`src/core/plld_pkg.sv`:
```
// constants, register map and field layout of the pll lock detector
package plld_pkg;
   // ----------------------------------------------------------------
   // register offsets
   // ----------------------------------------------------------------
   localparam int ADDR_W = 8;
   localparam logic [7:0] OFS_STAT_ABL = 8'h17;
   localparam logic [7:0] OFS_LOCK_CFG = 8'h18;
   localparam logic [7:0] OFS_DLY = 8'h19;
   localparam logic [7:0] OFS_LPIN = 8'h1a;
   localparam logic [7:0] OFS_REF_MON = 8'h1b;
   localparam logic [7:0] OFS_CMP = 8'h1d;
   localparam logic [7:0] OFS_LK_STAT = 8'h1f;
   localparam logic [7:0] OFS_OE_LO = 8'hfc;
   localparam logic [7:0] OFS_OE_HI = 8'hfd;
   // ----------------------------------------------------------------
   // reset values
   // ----------------------------------------------------------------
   localparam logic [7:0] RST_STAT_ABL = 8'h00;
   localparam logic [7:0] RST_LOCK_CFG = 8'h00;
   localparam logic [7:0] RST_DLY = 8'h00;
   localparam logic [7:0] RST_LPIN = 8'h00;
   localparam logic [7:0] RST_REF_MON = 8'h00;
   localparam logic [7:0] RST_CMP = 8'h00;
   localparam logic [7:0] RST_OE = 8'h00;
   // ----------------------------------------------------------------
   // field positions
   // ----------------------------------------------------------------
   localparam int ABL_LSB = 0;
   localparam int STAT_SEL_LSB = 2;
   localparam int LOCK_CNT_LSB = 5;
   localparam int WIN_BIT = 4;
   localparam int DIS_BIT = 3;
   localparam int RDLY_LSB = 0;
   localparam int NDLY_LSB = 3;
   localparam int LPIN_LSB = 0;
   localparam int REF_MON_LSB = 0;
   localparam int CMP_EN_BIT = 3;
   // ----------------------------------------------------------------
   // pin selection codes
   // ----------------------------------------------------------------
   localparam logic [5:0] LPIN_IND = 6'h01;
   localparam logic [5:0] LPIN_PULSE_P = 6'h02;
   localparam logic [5:0] LPIN_PULSE_N = 6'h03;
   localparam logic [5:0] LPIN_CSRC = 6'h04;
   localparam logic [5:0] STAT_SEL_IND = 6'h01;
   localparam logic [5:0] STAT_SEL_CMP = 6'h02;
   localparam logic [4:0] REF_MON_SEL_IND = 5'h01;
   localparam logic [4:0] REF_MON_SEL_CMP = 5'h02;
   // ----------------------------------------------------------------
   // lock counts and window timing
   // ----------------------------------------------------------------
   localparam logic [7:0] LK_CNT0 = 8'h05;
   localparam logic [7:0] LK_CNT1 = 8'h10;
   localparam logic [7:0] LK_CNT2 = 8'h40;
   localparam logic [7:0] LK_CNT3 = 8'hff;
   localparam int CLK_PERIOD_NS = 100;
   localparam int LOCK_HI_NS = 300;
   localparam int UNLOCK_HI_NS = 700;
   localparam int LOCK_LO_NS = 100;
   localparam int UNLOCK_LO_NS = 300;
   localparam int ABL_STEP_NS = 100;
   localparam int LOCK_HI_CYC = LOCK_HI_NS / CLK_PERIOD_NS;
   localparam int UNLOCK_HI_CYC = UNLOCK_HI_NS / CLK_PERIOD_NS;
   localparam int LOCK_LO_CYC = LOCK_LO_NS / CLK_PERIOD_NS;
   localparam int UNLOCK_LO_CYC = UNLOCK_LO_NS / CLK_PERIOD_NS;
   localparam int ABL_STEP_CYC = ABL_STEP_NS / CLK_PERIOD_NS;
   localparam int OE_W = 16;
endpackage

```
`src/core/plld_lock_detect.sv`:
```
// digital and analog lock detection, lock pin drive and output gating
`timescale 1ns/10ps
module plld_lock_detect (
   // clock and reset
   input wire logic CLK_I,
   input wire logic RESET_I,
   // register port
   input wire logic [plld_pkg::ADDR_W-1:0] REG_ADDR_I,
   input wire logic [7:0] REG_WDATA_I,
   input wire logic REG_WE_I,
   input wire logic REG_RE_I,
   output logic [7:0] REG_RDATA_O,
   // phase detector edges
   input wire logic REF_EDGE_I,
   input wire logic FB_EDGE_I,
   output logic REF_EVT_O,
   output logic FB_EVT_O,
   // lock pin
   input wire logic LOCK_CMP_I,
   output logic LOCK_PIN_O,
   output logic LOCK_PIN_OE_O,
   output logic CSRC_EN_O,
   // status pins
   output logic STATUS_O,
   output logic REF_MON_O,
   // clock output enables
   input wire logic [plld_pkg::OE_W-1:0] OUT_EN_REQ_I,
   output logic [plld_pkg::OE_W-1:0] OUT_EN_O
);
   import plld_pkg::*;

   typedef enum {PH_IDLE, PH_WAIT_FB, PH_WAIT_REF} plld_phase_type;

   logic [7:0] stat_abl_q, lock_cfg_q, dly_q, lpin_q, ref_mon_q, cmp_q, oe_lo_q, oe_hi_q;
   logic [7:0] rdata_d;
   logic lock_ind_q, csl;

   // ----------------------------------------------------------------
   // register file
   // ----------------------------------------------------------------
   always_ff @(posedge CLK_I) begin
      if (RESET_I) begin
         stat_abl_q <= RST_STAT_ABL;
         lock_cfg_q <= RST_LOCK_CFG;
         dly_q <= RST_DLY;
         lpin_q <= RST_LPIN;
         ref_mon_q <= RST_REF_MON;
         cmp_q <= RST_CMP;
         oe_lo_q <= RST_OE;
         oe_hi_q <= RST_OE;
      end else if (REG_WE_I) begin
         case (REG_ADDR_I)
            OFS_STAT_ABL: stat_abl_q <= REG_WDATA_I;
            OFS_LOCK_CFG: lock_cfg_q <= REG_WDATA_I;
            OFS_DLY: dly_q <= REG_WDATA_I;
            OFS_LPIN: lpin_q <= REG_WDATA_I;
            OFS_REF_MON: ref_mon_q <= REG_WDATA_I;
            OFS_CMP: cmp_q <= REG_WDATA_I;
            OFS_OE_LO: oe_lo_q <= REG_WDATA_I;
            OFS_OE_HI: oe_hi_q <= REG_WDATA_I;
            default: begin
            end
         endcase
      end
   end

   always_comb begin
      case (REG_ADDR_I)
         OFS_STAT_ABL: rdata_d = stat_abl_q;
         OFS_LOCK_CFG: rdata_d = lock_cfg_q;
         OFS_DLY: rdata_d = dly_q;
         OFS_LPIN: rdata_d = lpin_q;
         OFS_REF_MON: rdata_d = ref_mon_q;
         OFS_CMP: rdata_d = cmp_q;
         OFS_OE_LO: rdata_d = oe_lo_q;
         OFS_OE_HI: rdata_d = oe_hi_q;
         OFS_LK_STAT: rdata_d = {6'h00, csl, lock_ind_q};
         default: rdata_d = 8'h00;
      endcase
   end

   always_ff @(posedge CLK_I) begin
      if (RESET_I) begin
         REG_RDATA_O <= 8'h00;
      end else if (REG_RE_I) begin
         REG_RDATA_O <= rdata_d;
      end
   end

   // ----------------------------------------------------------------
   // divider delay cells, whole-cycle steps of the system clock
   // ----------------------------------------------------------------
   logic [1:0] edge_in, edge_dly;
   logic [2:0] dly_sel [2];
   logic [6:0] dly_sr_q [2];
   assign edge_in = {FB_EDGE_I, REF_EDGE_I};
   assign dly_sel[0] = dly_q[RDLY_LSB +: 3];
   assign dly_sel[1] = dly_q[NDLY_LSB +: 3];

   for (genvar g = 0; g < 2; g++) begin : g_dly
      always_ff @(posedge CLK_I) begin
         if (RESET_I) begin
            dly_sr_q[g] <= 7'h00;
         end else begin
            dly_sr_q[g] <= {dly_sr_q[g][5:0], edge_in[g]};
         end
      end
      assign edge_dly[g] = (dly_sel[g] == 3'h0) ? edge_in[g] : dly_sr_q[g][3'(dly_sel[g] - 3'h1)];
   end
   assign REF_EVT_O = edge_dly[0];
   assign FB_EVT_O = edge_dly[1];

   // ----------------------------------------------------------------
   // window thresholds
   // ----------------------------------------------------------------
   logic [7:0] lock_thr, unlock_thr, abl_add, lock_req;
   assign abl_add = 8'(int'(stat_abl_q[ABL_LSB +: 2]) * ABL_STEP_CYC);
   // the unlock window grows with the lock window so the gap between them stays
   assign lock_thr = (lock_cfg_q[WIN_BIT] ? 8'(LOCK_LO_CYC) : 8'(LOCK_HI_CYC)) + abl_add;
   assign unlock_thr = (lock_cfg_q[WIN_BIT] ? 8'(UNLOCK_LO_CYC) : 8'(UNLOCK_HI_CYC)) + abl_add;

   always_comb begin
      case (lock_cfg_q[LOCK_CNT_LSB +: 2])
         2'h0: lock_req = LK_CNT0;
         2'h1: lock_req = LK_CNT1;
         2'h2: lock_req = LK_CNT2;
         default: lock_req = LK_CNT3;
      endcase
   end

   // ----------------------------------------------------------------
   // edge separation measurement
   // ----------------------------------------------------------------
   plld_phase_type ph_q;
   logic [7:0] sep_q;
   logic smp_vld, smp_far, smp_in;
   logic [7:0] smp_sep;

   always_comb begin
      smp_vld = 1'b0;
      smp_sep = sep_q;
      case (ph_q)
         PH_IDLE: begin
            smp_vld = edge_dly[0] & edge_dly[1];
            smp_sep = 8'h00;
         end
         PH_WAIT_FB: smp_vld = edge_dly[1] | (sep_q > unlock_thr);
         PH_WAIT_REF: smp_vld = edge_dly[0] | (sep_q > unlock_thr);
         default: smp_vld = 1'b0;
      endcase
   end
   assign smp_in = smp_sep < lock_thr;
   assign smp_far = smp_sep > unlock_thr;

   always_ff @(posedge CLK_I) begin
      if (RESET_I) begin
         ph_q <= PH_IDLE;
         sep_q <= 8'h00;
      end else begin
         case (ph_q)
            PH_IDLE: begin
               sep_q <= 8'h01;
               if (edge_dly[0] && !edge_dly[1]) begin
                  ph_q <= PH_WAIT_FB;
               end else if (edge_dly[1] && !edge_dly[0]) begin
                  ph_q <= PH_WAIT_REF;
               end
            end
            PH_WAIT_FB, PH_WAIT_REF: begin
               if (smp_vld) begin
                  ph_q <= PH_IDLE;
               end else begin
                  sep_q <= 8'(sep_q + 8'h01);
               end
            end
            default: ph_q <= PH_IDLE;
         endcase
      end
   end

   // ----------------------------------------------------------------
   // lock qualification
   // ----------------------------------------------------------------
   logic [7:0] run_q;
   always_ff @(posedge CLK_I) begin
      if (RESET_I || lock_cfg_q[DIS_BIT]) begin
         run_q <= 8'h00;
         lock_ind_q <= 1'b0;
      end else if (smp_vld) begin
         if (smp_far) begin
            run_q <= 8'h00;
            lock_ind_q <= 1'b0;
         end else if (smp_in) begin
            run_q <= (run_q == 8'hff) ? run_q : 8'(run_q + 8'h01);
            if (8'(run_q + 8'h01) >= lock_req) begin
               lock_ind_q <= 1'b1;
            end
         end else if (!lock_ind_q) begin
            // between windows: breaks a run only while unlocked; a held lock keeps its run
            run_q <= 8'h00;
         end
      end
   end

   // ----------------------------------------------------------------
   // lock pin, status pins and output gating
   // ----------------------------------------------------------------
   logic [5:0] lpin_mode;
   logic phase_open;
   assign lpin_mode = lpin_q[LPIN_LSB +: 6];
   assign phase_open = (ph_q != PH_IDLE);
   // a disabled comparator reads as locked so gated outputs are not stuck off
   assign csl = cmp_q[CMP_EN_BIT] ? LOCK_CMP_I : 1'b1;

   always_comb begin
      LOCK_PIN_O = 1'b0;
      LOCK_PIN_OE_O = 1'b0;
      CSRC_EN_O = 1'b0;
      case (lpin_mode)
         LPIN_IND: begin
            LOCK_PIN_O = lock_ind_q;
            LOCK_PIN_OE_O = 1'b1;
         end
         LPIN_PULSE_N: LOCK_PIN_OE_O = phase_open;
         LPIN_PULSE_P: begin
            LOCK_PIN_O = phase_open;
            LOCK_PIN_OE_O = phase_open;
         end
         LPIN_CSRC: begin
            CSRC_EN_O = lock_ind_q;
            LOCK_PIN_OE_O = !lock_ind_q;
         end
         default: LOCK_PIN_OE_O = 1'b0;
      endcase
   end

   always_ff @(posedge CLK_I) begin
      if (RESET_I) begin
         STATUS_O <= 1'b0;
         REF_MON_O <= 1'b0;
      end else begin
         STATUS_O <= (stat_abl_q[STAT_SEL_LSB +: 6] == STAT_SEL_IND) ? lock_ind_q :
                     (stat_abl_q[STAT_SEL_LSB +: 6] == STAT_SEL_CMP) & csl;
         REF_MON_O <= (ref_mon_q[REF_MON_LSB +: 5] == REF_MON_SEL_IND) ? lock_ind_q :
                      (ref_mon_q[REF_MON_LSB +: 5] == REF_MON_SEL_CMP) & csl;
      end
   end

   assign OUT_EN_O = OUT_EN_REQ_I & ~({oe_hi_q, oe_lo_q} & {OE_W{~csl}});
endmodule // plld_lock_detect

```
`config.mk`:
```
export PLATFORM = sky130hd
export DESIGN_NAME = plld_lock_detect
export DESIGN_NICKNAME = d
export VERILOG_FILES = /design/src/core/plld_pkg.sv /design/src/core/plld_lock_detect.sv
export SDC_FILE = /design/constraint.sdc
export NUM_CORES = 1
export LEC_CHECK = 0
export BUFFER_PORTS_ARGS = -buffer_cell sky130_fd_sc_hd__buf_2
export CORE_ASPECT_RATIO = 0.8
export CORE_UTILIZATION = 32
export DETAILED_ROUTE_END_ITERATION = 10
export GPL_ROUTABILITY_DRIVEN = 0
export PLACE_DENSITY = 0.58
export SYNTH_ARGS = -nofsm -noshare
export SYNTH_HDL_FRONTEND = slang
export SYNTH_SLANG_ARGS = --single-unit
```
`constraint.sdc`:
```
create_clock -name CLK_I -period 2.7 [get_ports CLK_I]
set_input_delay 0.135 -clock CLK_I [delete_from_list [all_inputs] [get_ports CLK_I]]
set_output_delay 0.135 -clock CLK_I [all_outputs]
set_load 0.02 [all_outputs]
```
==> impl_metrics.yaml, run 1 <==
drt:
  met3WireLength_um: 793
  post_drt_wl_per_cell_um: 15.6
  drtAntennaViolNets: 0
  drc: 0
  viasPerCell: 5.15
  met2_length_um: 6750
  drt-total-wl_um: 15600
  wl_met1_um: 7980
  firstDrtPassIters: 6
  detail_route.iter0.violations: 377
  route.top_layer_used: "met4"
  route.vias.total: 5154
global_routing:
  grt_overflow: 0
  grt_max_degree: 59
  grt_pass1_vias: 4611
  antenna_found_initial: 0
  grtUsageTotal: 0.175
  grt_pass1_wl_um: 24800
worst_setup_path:
  path_max_fanout: 8
  worstPathArrival_ns: 2.89
  cp-end-kind: "flop"
  r2r_cells: 10
  startpoint_type: "flop"
  crit_type: "flop to flop"
  critPathMaxStageDelay_ns: 0.55
  reg2reg_setup_slack_ns: 0.09
  path_cells: "inv_4, ha_1, xor2_1, mux4_2, o21ai_4, mux2i_4, a221oi_4, and2_1, buf_4, mux2i_1"
  cp_slowest_cell: "mux4_2"
  reg2reg_from: "dly_q[3]$_SDFFE_PP0P_"
  critPathRequiredTime_ns: 2.98
  rr_endpoint: "run_q[1]$_SDFFE_PP0P_"
cts:
  clkLatencyLatePin_ns: 0.36
  numCtsBuffers: 9
  clk_pin_slew_ns: 0.08
  cts_tree: "yes"
  cts_sinks: 107
  htree_levels: 3
  clockRootBuffer: "clkbuf_16"
  clockBufferDepth: 2
logic_synthesis:
  synth.top_cell.area_share: 0.376
  synth.most_common_cell: "dfxtp_1"
  netlist_top_cells_count: "dfxtp_1 (107), nand2_1 (98), a21oi_1 (70)"
  ys_seq_area_frac: 0.376
  yosys.area.top_type: "dfxtp_1"
  ys_async_sr_fraction: 0
  synth_cell_types: 55
  syn_inst: 684
  syn_nets: 755
  syn-cell-area_sq_um: 5700
  yosys_warnings: 0
  synth_ff_type: "dfxtp_1"
  ys_ff_latch: 107
  yosys-top-cells-area: "dfxtp_1 (38%), ha_1 (6.8%), mux2i_1 (6.7%), nand2_1 (6.5%), a21oi_1 (6.1%)"
  syn_area_per_cell_sq_um: 8.34
  synth_edf_count: 0
sta:
  post-route-min-period_ns: 2.61
  period_share: 0.967
  slew_headroom: 0.540
  max_freq_ghz: 0.383
  finalSetupViolCount: 0
  holdWs_ns: 0.0243
  skew_ns: 0.0144
  setup_ws_ns: 0.0888
  hold_violations: 0
  finalMaxSlewViolations: 0
  tightest_slew_ns: 0.688
floorplan:
  fp.dieW_um: 151
  row_count: 43
  fp.dieArea_sq_um: 18400
  initial_core_util: 0.328
  io_pins: 70
  die_h_um: 121
  core_sq_um: 17400
placed_design:
  dp_slack_ns: 0.0152
  dpl.hpwl_um: 11500
  numPortBuffers: 69
  placed_cell_area_sq_um: 6550
finish:
  area_growth_pct: 21.9
  final_nets: 842
  final_cell_area_sq_um: 6950
  final_layout_size_suffix_gt1_frac: 0.227
  diodes: 0
worst_hold_path:
  whs_path_depth: 2
  min_to: "dly_sr_q[0][0]$_SDFF_PP0_"
  worst_hold_path_type: "input port to flop"
  min-delay-start: "REF_EDGE_I"
power_and_ir_drop:
  power_density_nw_per_um2: 488
  max-vdd-ir-drop_mv: 0.312
  p_leak_nw: 2.70
flow_run:
  cap_violations: 0
outcome:
  outcome: "complete, no violations"
per-layer routing:
layer	global-route usage	up-vias
met5	0	-
met4	0.0338	0
met3	0.0308	10
met2	0.253	130
met1	0.266	2434
li1	-	2580
critical path, delay by kind of cell (launching register included):
family,cells,cell delay [ns]
flops,1,0.36
xor+xnor,1,0.17
buf+inv,2,0.21
fa+ha+maj,1,0.19
simple gates,1,0.17
compound gates,2,0.58
mux,3,0.84
final cells by class:
class / instances / area (sq um)
multi-input cells: 510 / 3380
well taps: 225 / 282
repair buffers: 119 / 728
clock inverters: 7 / 96.3
fillers: 1767 / 10400
inverters: 24 / 92.6
flip-flops and latches: 107 / 2150
clock buffers: 9 / 225
cells in the final DEF, fill, tap and decap left out, drive strengths merged, types with 2 or more instances in the layout:
cell and count:
clkbuf 9, nand4 4, a211oi 7, o21a 2
a32o 5, or2b 2, o211ai 5, or4 3
clkinv 3, nor2b 23, inv 26, dfxtp 107
a221o 5, a31oi 12, xnor2 4, or3 4
nor3 9, and3 12, and2 7, buf 119
nor4b 2, or2 2, mux2i 39, nand2b 4
nor4 6, a22o 5, a21oi 70, xor2 7
nand2 98, ha 31, nand3 30, a21o 2
mux4 4, a221oi 2, o21ai 24, a21boi 17
nor2 53
per-stage QoR:
stage / std cells / setup TNS [ns] / utilization / total power [mW]
global placement: 984 / 0 / 0.377 / 2.01
detailed placement: 984 / 0 / 0.377 / 2.01
global route: 1001 / -0.0150 / 0.400 / 3.54
CTS: 1000 / 0 / 0.395 / 3.42
floorplan: 684 / 0 / - / 1.87
finish: 1001 / 0 / 0.400 / 3.40
sequential cells by signal (all words and copies together) (netlist names):
name / flops
oe_hi_q: 8
lpin_q: 8
lock_cfg_q: 8
REF_MON_O: 1
ph_q: 2
ref_mon_q: 8
dly_sr_q: 14
lock_ind_q: 1
stat_abl_q: 8
cmp_q: 8
run_q: 8
dly_q: 8
STATUS_O: 1
oe_lo_q: 8
sep_q: 8
REG_RDATA_O: 8
timing repair:
item,in CTS,in global routing
resized for setup,0,27
hold endpoints to repair,0,0
hold buffers,0,0
setup endpoints to repair,0,18
setup buffers,0,1
report_power, final:
group | switching, mW | internal (mW) | total [mW]
registers | 0.0163 | 1.60 | 1.61
logic | 0.228 | 0.143 | 0.371
clock network | 0.667 | 0.744 | 1.41
total | 0.911 | 2.48 | 3.40
worst max path at each step:
stage                               start                     to  slack [ns]  cells after the start
floorplan           dly_q[0]$_SDFFE_PP0P_  run_q[1]$_SDFFE_PP0P_       0.004                     10
global placement    dly_q[0]$_SDFFE_PP0P_  run_q[3]$_SDFFE_PP0P_        0.06                     10
detailed placement  dly_q[0]$_SDFFE_PP0P_  run_q[3]$_SDFFE_PP0P_        0.02                     10
CTS                 dly_q[0]$_SDFFE_PP0P_  run_q[4]$_SDFFE_PP0P_       0.005                     10
global route        dly_q[3]$_SDFFE_PP0P_  run_q[3]$_SDFFE_PP0P_       -0.01                     10
finish              dly_q[3]$_SDFFE_PP0P_  run_q[1]$_SDFFE_PP0P_        0.09                     10
logic make-up after synthesis:
group / share of synthesized area
AOI/OAI and AO/OA: 0.182
xor gates and xnor gates: 0.0169
adders and majority gates: 0.0733
buffers and inverters: 0.0456
DFF: 0.376
muxes: 0.0884
and+or+nand+nor: 0.218
Power figures use the tool's default switching activity.
==> inputs of run 2 (changes only) <==
--- a/config.mk
+++ b/config.mk
@@ -9,7 +9,7 @@
 export CORE_ASPECT_RATIO = 0.8
 export CORE_UTILIZATION = 32
 export DETAILED_ROUTE_END_ITERATION = 10
-export GPL_ROUTABILITY_DRIVEN = 0
+export GPL_ROUTABILITY_DRIVEN = 1
 export PLACE_DENSITY = 0.58
 export SYNTH_ARGS = -nofsm -noshare
 export SYNTH_HDL_FRONTEND = slang
==> constraint.sdc (replaced) <==
create_clock -name CLK_I -period 2.7 [get_ports CLK_I]
set_input_delay 0.54 -clock CLK_I [delete_from_list [all_inputs] [get_ports CLK_I]]
set_output_delay 0.54 -clock CLK_I [all_outputs]
set_load 0.02 [all_outputs]
==> run 2 against run 1 <==
  * Maximum frequency decreased by 1.1%
  * Clock skew about the same
  * Wire length decreased by 0.33%
  * Non-clock buffer count increased by 5
  * Clock power increased by 6%
  * Via count decreased by 1.2%
  * Final cell count increased by 0.50%
  * Clock-buffer cell count increased by 2
  * Utilization increased by 0.70 points
  * Die area unchanged
==> impl_metrics.yaml, run 2 (synthesis results as in run 1) <==
worst_setup_path:
  cp-end-kind: "flop"
  path_max_fanout: 6
  reg2reg_setup_slack_ns: 0.06
  critPathRequiredTime_ns: 2.94
  worstPathArrival_ns: 2.88
  crit_type: "flop to flop"
  startpoint_type: "flop"
global_routing:
  antenna_found_initial: 0
  grtUsageTotal: 0.176
  grt_pass1_vias: 4685
  grt_pass1_wl_um: 25000
  grt_max_degree: 75
  grt_overflow: 0
drt:
  drc: 0
  drt-total-wl_um: 15600
  detail_route.iter0.violations: 344
  viasPerCell: 5.06
  drtAntennaViolNets: 0
  route.vias.total: 5093
  post_drt_wl_per_cell_um: 15.5
  firstDrtPassIters: 5
power_and_ir_drop:
  power_density_nw_per_um2: 493
  power_frac_seq: 0.462
  p_clk_frac: 0.427
  p_leak_nw: 2.75
  p_int_mw: 2.61
  switchingPower_mw: 0.879
  pwr-share-comb: 0.111
  swShare: 0.252
  max-vdd-ir-drop_mv: 0.258
cts:
  clkLatencyLatePin_ns: 0.36
  cts_sinks: 107
  numCtsBuffers: 9
  clk_pin_slew_ns: 0.08
  holdBufCountCts: 0
  clockBufferDepth: 2
  clockRootBuffer: "clkbuf_16"
  htree_levels: 3
  cts_tree: "yes"
finish:
  layout_common_cells: "dfxtp_1 (101), nand2_1 (98), a21oi_1 (70), buf_2 (66), nor2_1 (52)"
  fin_util: 0.407
  layout_commonest_cell: "dfxtp_1"
  diodes: 0
  largest_reg_flops: 14
  final_layout_size_suffix_gt1_frac: 0.228
  top_register: "dly_sr_q"
  final_nets: 847
  final_cell_area_sq_um: 7070
  area_growth_pct: 24.0
flow_run:
  cap_violations: 0
worst_hold_path:
  worst_hold_path_type: "input port to flop"
sta:
  setup_ws_ns: 0.0607
  tightest_slew_ns: 0.677
  hold_violations: 0
  finalMaxSlewViolations: 0
  rsz0062_at_grt: "true"
  skew_ns: 0.0141
  fin_setup_tns_ns: 0
  slew_headroom: 0.547
  holdWs_ns: 0.433
  finalSetupViolCount: 0
  post-route-min-period_ns: 2.64
  period_share: 0.978
  max_freq_ghz: 0.379
floorplan:
  io_pins: 70
  die_h_um: 121
  fp.dieArea_sq_um: 18400
  fp.dieW_um: 151
  core_sq_um: 17400
  row_count: 43
  initial_core_util: 0.328
placed_design:
  place.gp.congestion: 0.802
  dpl.hpwl_um: 11300
  placed_cell_area_sq_um: 6580
  dp_slack_ns: 0.000473
  numPortBuffers: 69
outcome:
  outcome: "complete, no violations"
[run 2: critical path: stages (launching register included)]
cell	delay (ns)
dfxtp_2	0.35
inv_4	0.05
ha_4	0.25
mux2i_1	0.12
mux4_2	0.49
o21ai_4	0.22
buf_6	0.13
mux2i_4	0.06
a221oi_4	0.37
buf_6	0.17
o211ai_1	0.08
a32o_1	0.23
[run 2: final timing paths]
check	start	to	depth (start not counted)
min reg2reg	dly_sr_q[1][2]$_SDFF_PP0_	dly_sr_q[1][3]$_SDFF_PP0_	1
min	FB_EDGE_I	dly_sr_q[1][0]$_SDFF_PP0_	2
max	dly_q[3]$_SDFFE_PP0P_	run_q[6]$_SDFFE_PP0P_	11
max reg2reg	dly_q[3]$_SDFFE_PP0P_	run_q[6]$_SDFFE_PP0P_	11
[run 2: stage by stage]
step                      cells  total power, mW
after floorplan             684             1.87
after global placement      986             2.02
after detailed placement    986             2.02
after CTS                  1003             3.51
after global routing       1006             3.62
final                      1006             3.48
[run 2: cell type report]
class                      count  area (sq um)
clock buffer                  11           243
clock inverter                 5          88.8
fill                        1731         10300
inverter                      24          97.6
multi-input combinational    510          3400
sequential                   107          2150
tap                          225           282
timing repair buffer         124           808
[run 2: power by group through the flow]
stage	sequential [mW]	clock (mW)	combinational [mW]
6_report	1.61	1.49	0.387
5_1_grt	1.61	1.58	0.424
4_1_cts	1.61	1.52	0.375
3_5_place_dp	1.65	0	0.368
3_3_place_gp	1.65	0	0.372
2_1_floorplan	1.65	0	0.223
[run 2: layer usage]
metal	vias up	share of wire	track usage
met5	-	0	0
met2	126	0.42	0.249
met3	13	0.056	0.0447
met1	2361	0.51	0.260
li1	2593	-	-
met4	0	0.010	0.0438
[run 2: what timing repair did]
item	4_1_cts	5_1_grt
pin swaps	3	13
cloned	0	0
buffers inserted	1	3
endpoints found under the setup margin	7	21
resized for setup	13	26
==> inputs of run 3 (changes only) <==
--- a/config.mk
+++ b/config.mk
@@ -5,12 +5,13 @@
 export SDC_FILE = /design/constraint.sdc
 export NUM_CORES = 1
 export LEC_CHECK = 0
-export BUFFER_PORTS_ARGS = -buffer_cell sky130_fd_sc_hd__buf_2
+export CAP_MARGIN = 20
 export CORE_ASPECT_RATIO = 0.8
 export CORE_UTILIZATION = 32
 export DETAILED_ROUTE_END_ITERATION = 10
+export DONT_BUFFER_PORTS = 1
 export GPL_ROUTABILITY_DRIVEN = 1
-export PLACE_DENSITY = 0.58
+export PLACE_DENSITY = 0.53
 export SYNTH_ARGS = -nofsm -noshare
 export SYNTH_HDL_FRONTEND = slang
 export SYNTH_SLANG_ARGS = --single-unit
==> constraint.sdc (replaced) <==
create_clock -name CLK_I -period 3.15 [get_ports CLK_I]
set_input_delay 0.63 -clock CLK_I [delete_from_list [all_inputs] [get_ports CLK_I]]
set_output_delay 0.63 -clock CLK_I [all_outputs]
set_load 0.02 [all_outputs]
==> run 3 against run 2 <==
  * Critical path type is now flop to output port
  * Register-to-register slack improved by 0.18 ns
  * Final cell count decreased by 10%
  * Worst hold slack worse by 0.098 ns
  * Design area decreased by 11%
  * Non-clock buffer count down 101
  * Critical path depth down 2
  * Via count decreased by 5.5%
==> impl_metrics.yaml, run 3 (synthesis results as in run 1) <==
outcome:
  outcome: "complete, no violations"
sta:
  max_freq_ghz: 0.339
  tightest_slew_ns: 0.689
  hold_violations: 0
  post-route-min-period_ns: 2.95
  period_share: 0.936
  rsz0062_at_grt: "false"
  fin_setup_tns_ns: 0
  slew_headroom: 0.537
  skew_ns: 0.0132
  finalSetupViolCount: 0
  finalMaxSlewViolations: 0
power_and_ir_drop:
  power_frac_seq: 0.497
  swShare: 0.248
  pwr-share-comb: 0.073
  p_total_mw: 2.80
  power_density_nw_per_um2: 444
  p_clk_frac: 0.429
  p_int_mw: 2.10
  max-vdd-ir-drop_mv: 0.227
  p_leak_nw: 2.26
  switchingPower_mw: 0.694
global_routing:
  grt_max_degree: 99
  grt_overflow: 0
  antenna_found_initial: 1
  grtUsageTotal: 0.178
  grt_pass1_vias: 4546
  grt_pass1_wl_um: 25200
drt:
  drc: 0
  drt-total-wl_um: 15800
  drtAntennaViolNets: 0
  post_drt_wl_per_cell_um: 17.5
  firstDrtPassIters: 5
  route.vias.total: 4815
  detail_route.iter0.violations: 393
  viasPerCell: 5.32
worst_setup_path:
  path_cells: "inv_1, ha_1, buf_4, inv_1, buf_4, nand2_1, mux2_2, nor3_1, buf_4"
  r2r_cells: 11
  worstPathArrival_ns: 2.32
  startpoint_type: "flop"
  path_max_fanout: 10
  critPathMaxStageDelay_ns: 0.37
  cp_slowest_cell: "dfxtp_1"
  critPathRequiredTime_ns: 2.52
  cpMostUsedCell: "buf_4"
  cp-end-kind: "output port"
  crit_type: "flop to output port"
cts:
  cts_sinks: 107
  clockBufferDepth: 2
  cts_tree: "yes"
  clockRootBuffer: "clkbuf_16"
  numCtsBuffers: 9
  htree_levels: 3
  clkLatencyLatePin_ns: 0.36
  clk_pin_slew_ns: 0.08
finish:
  final_layout_size_suffix_gt1_frac: 0.0794
  largest_reg_flops: 14
  diodes: 0
  multiInputGateArea_sq_um: 3300
  layout_commonest_cell: "dfxtp_1"
  top_register: "dly_sr_q"
  final_nets: 746
  layout_common_cells: "dfxtp_1 (107), nand2_1 (98), a21oi_1 (70), nor2_1 (52), mux2i_1 (38)"
  area_growth_pct: 10.4
  final_cell_area_sq_um: 6300
  nFillCells: 1784
  regArea_sq_um: 2140
floorplan:
  core_sq_um: 17400
  fp.dieArea_sq_um: 18400
  row_count: 43
  io_pins: 70
  die_h_um: 121
  initial_core_util: 0.328
  fp.dieW_um: 151
flow_run:
  cap_violations: 0
worst_hold_path:
  worst_hold_path_type: "input port to flop"
  whs_path_depth: 1
placed_design:
  place.gp.congestion: 0.810
  dpl.hpwl_um: 11400
  placed_cell_area_sq_um: 5970
  numPortBuffers: 0
run 3: cell count changes in the layout (fill, tap and decap cells not counted), moves of 5 or more:
cell / previous run / this run
buf_2: 66 / 0
buf_4: 49 / 23
buf_6: 8 / 0
dfxtp_1: 101 / 107
dfxtp_2: 6 / 0
ha_1: 25 / 31
inv_1: 18 / 24
ha_4: 5 / 0
run 3: metrics by stage:
stage	setup slack (ns)	cells	hold slack, ns	utilization
floorplan	0.382	684	0.431	-
global placement	0.301	887	0.438	0.344
detailed placement	0.169	887	0.441	0.344
CTS	0.151	903	0.323	0.361
global route	0.0572	905	0.334	0.362
finish	0.203	905	0.335	0.362
run 3: worst max-delay path, delay by kind of cell (launching register included):
kind	cells	cell delay (ns)
flip-flops	1	0.37
multiplexers	1	0.26
adder cells (fa/ha/maj)	1	0.25
AND/OR/NAND/NOR	2	0.36
buffers and inverters	5	0.72
run 3: cell type report:
class / instances / area share
Multi-Input combinational cell: 510 / 0.524
Clock inverter: 5 / 0.0105
Sequential cell: 107 / 0.340
Timing Repair Buffer: 23 / 0.0274
Inverter: 24 / 0.0143
Clock buffer: 11 / 0.0385
Tap cell: 225 / 0.0447
run 3: path summary, 6_finish.rpt:
kind / start / to / slack [ns]
max: ph_q[0]$_SDFFE_PP0P_ / LOCK_PIN_O / 0.20
min: RESET_I / ph_q[1]$_SDFFE_PP0P_ / 0.33
max reg2reg: stat_abl_q[0]$_SDFFE_PP0P_ / run_q[2]$_SDFFE_PP0P_ / 0.24
min reg2reg: cmp_q[6]$_SDFFE_PP0P_ / cmp_q[6]$_SDFFE_PP0P_ / 0.46
run 3: per-layer routing:
layer / share of wire / vias up / global-route usage
met5: 0 / - / 0
met4: 0.017 / 0 / 0.0500
met3: 0.049 / 19 / 0.0474
met2: 0.44 / 97 / 0.266
met1: 0.49 / 2316 / 0.249
li1: - / 2383 / -
run 3: what timing repair did:
action	CTS	global route
setup endpoints to repair	0	8
gates resized for setup	0	2
setup buffers	0	2
hold buffers	0	0
run 3: power groups by stage:
stage / registers [mW] / clock network [mW] / logic (mW)
after floorplan: 1.42 / 0 / 0.191
after global placement: 1.42 / 0 / 0.190
after detailed placement: 1.42 / 0 / 0.197
after CTS: 1.39 / 1.23 / 0.197
after global routing: 1.39 / 1.28 / 0.225
final: 1.39 / 1.20 / 0.205
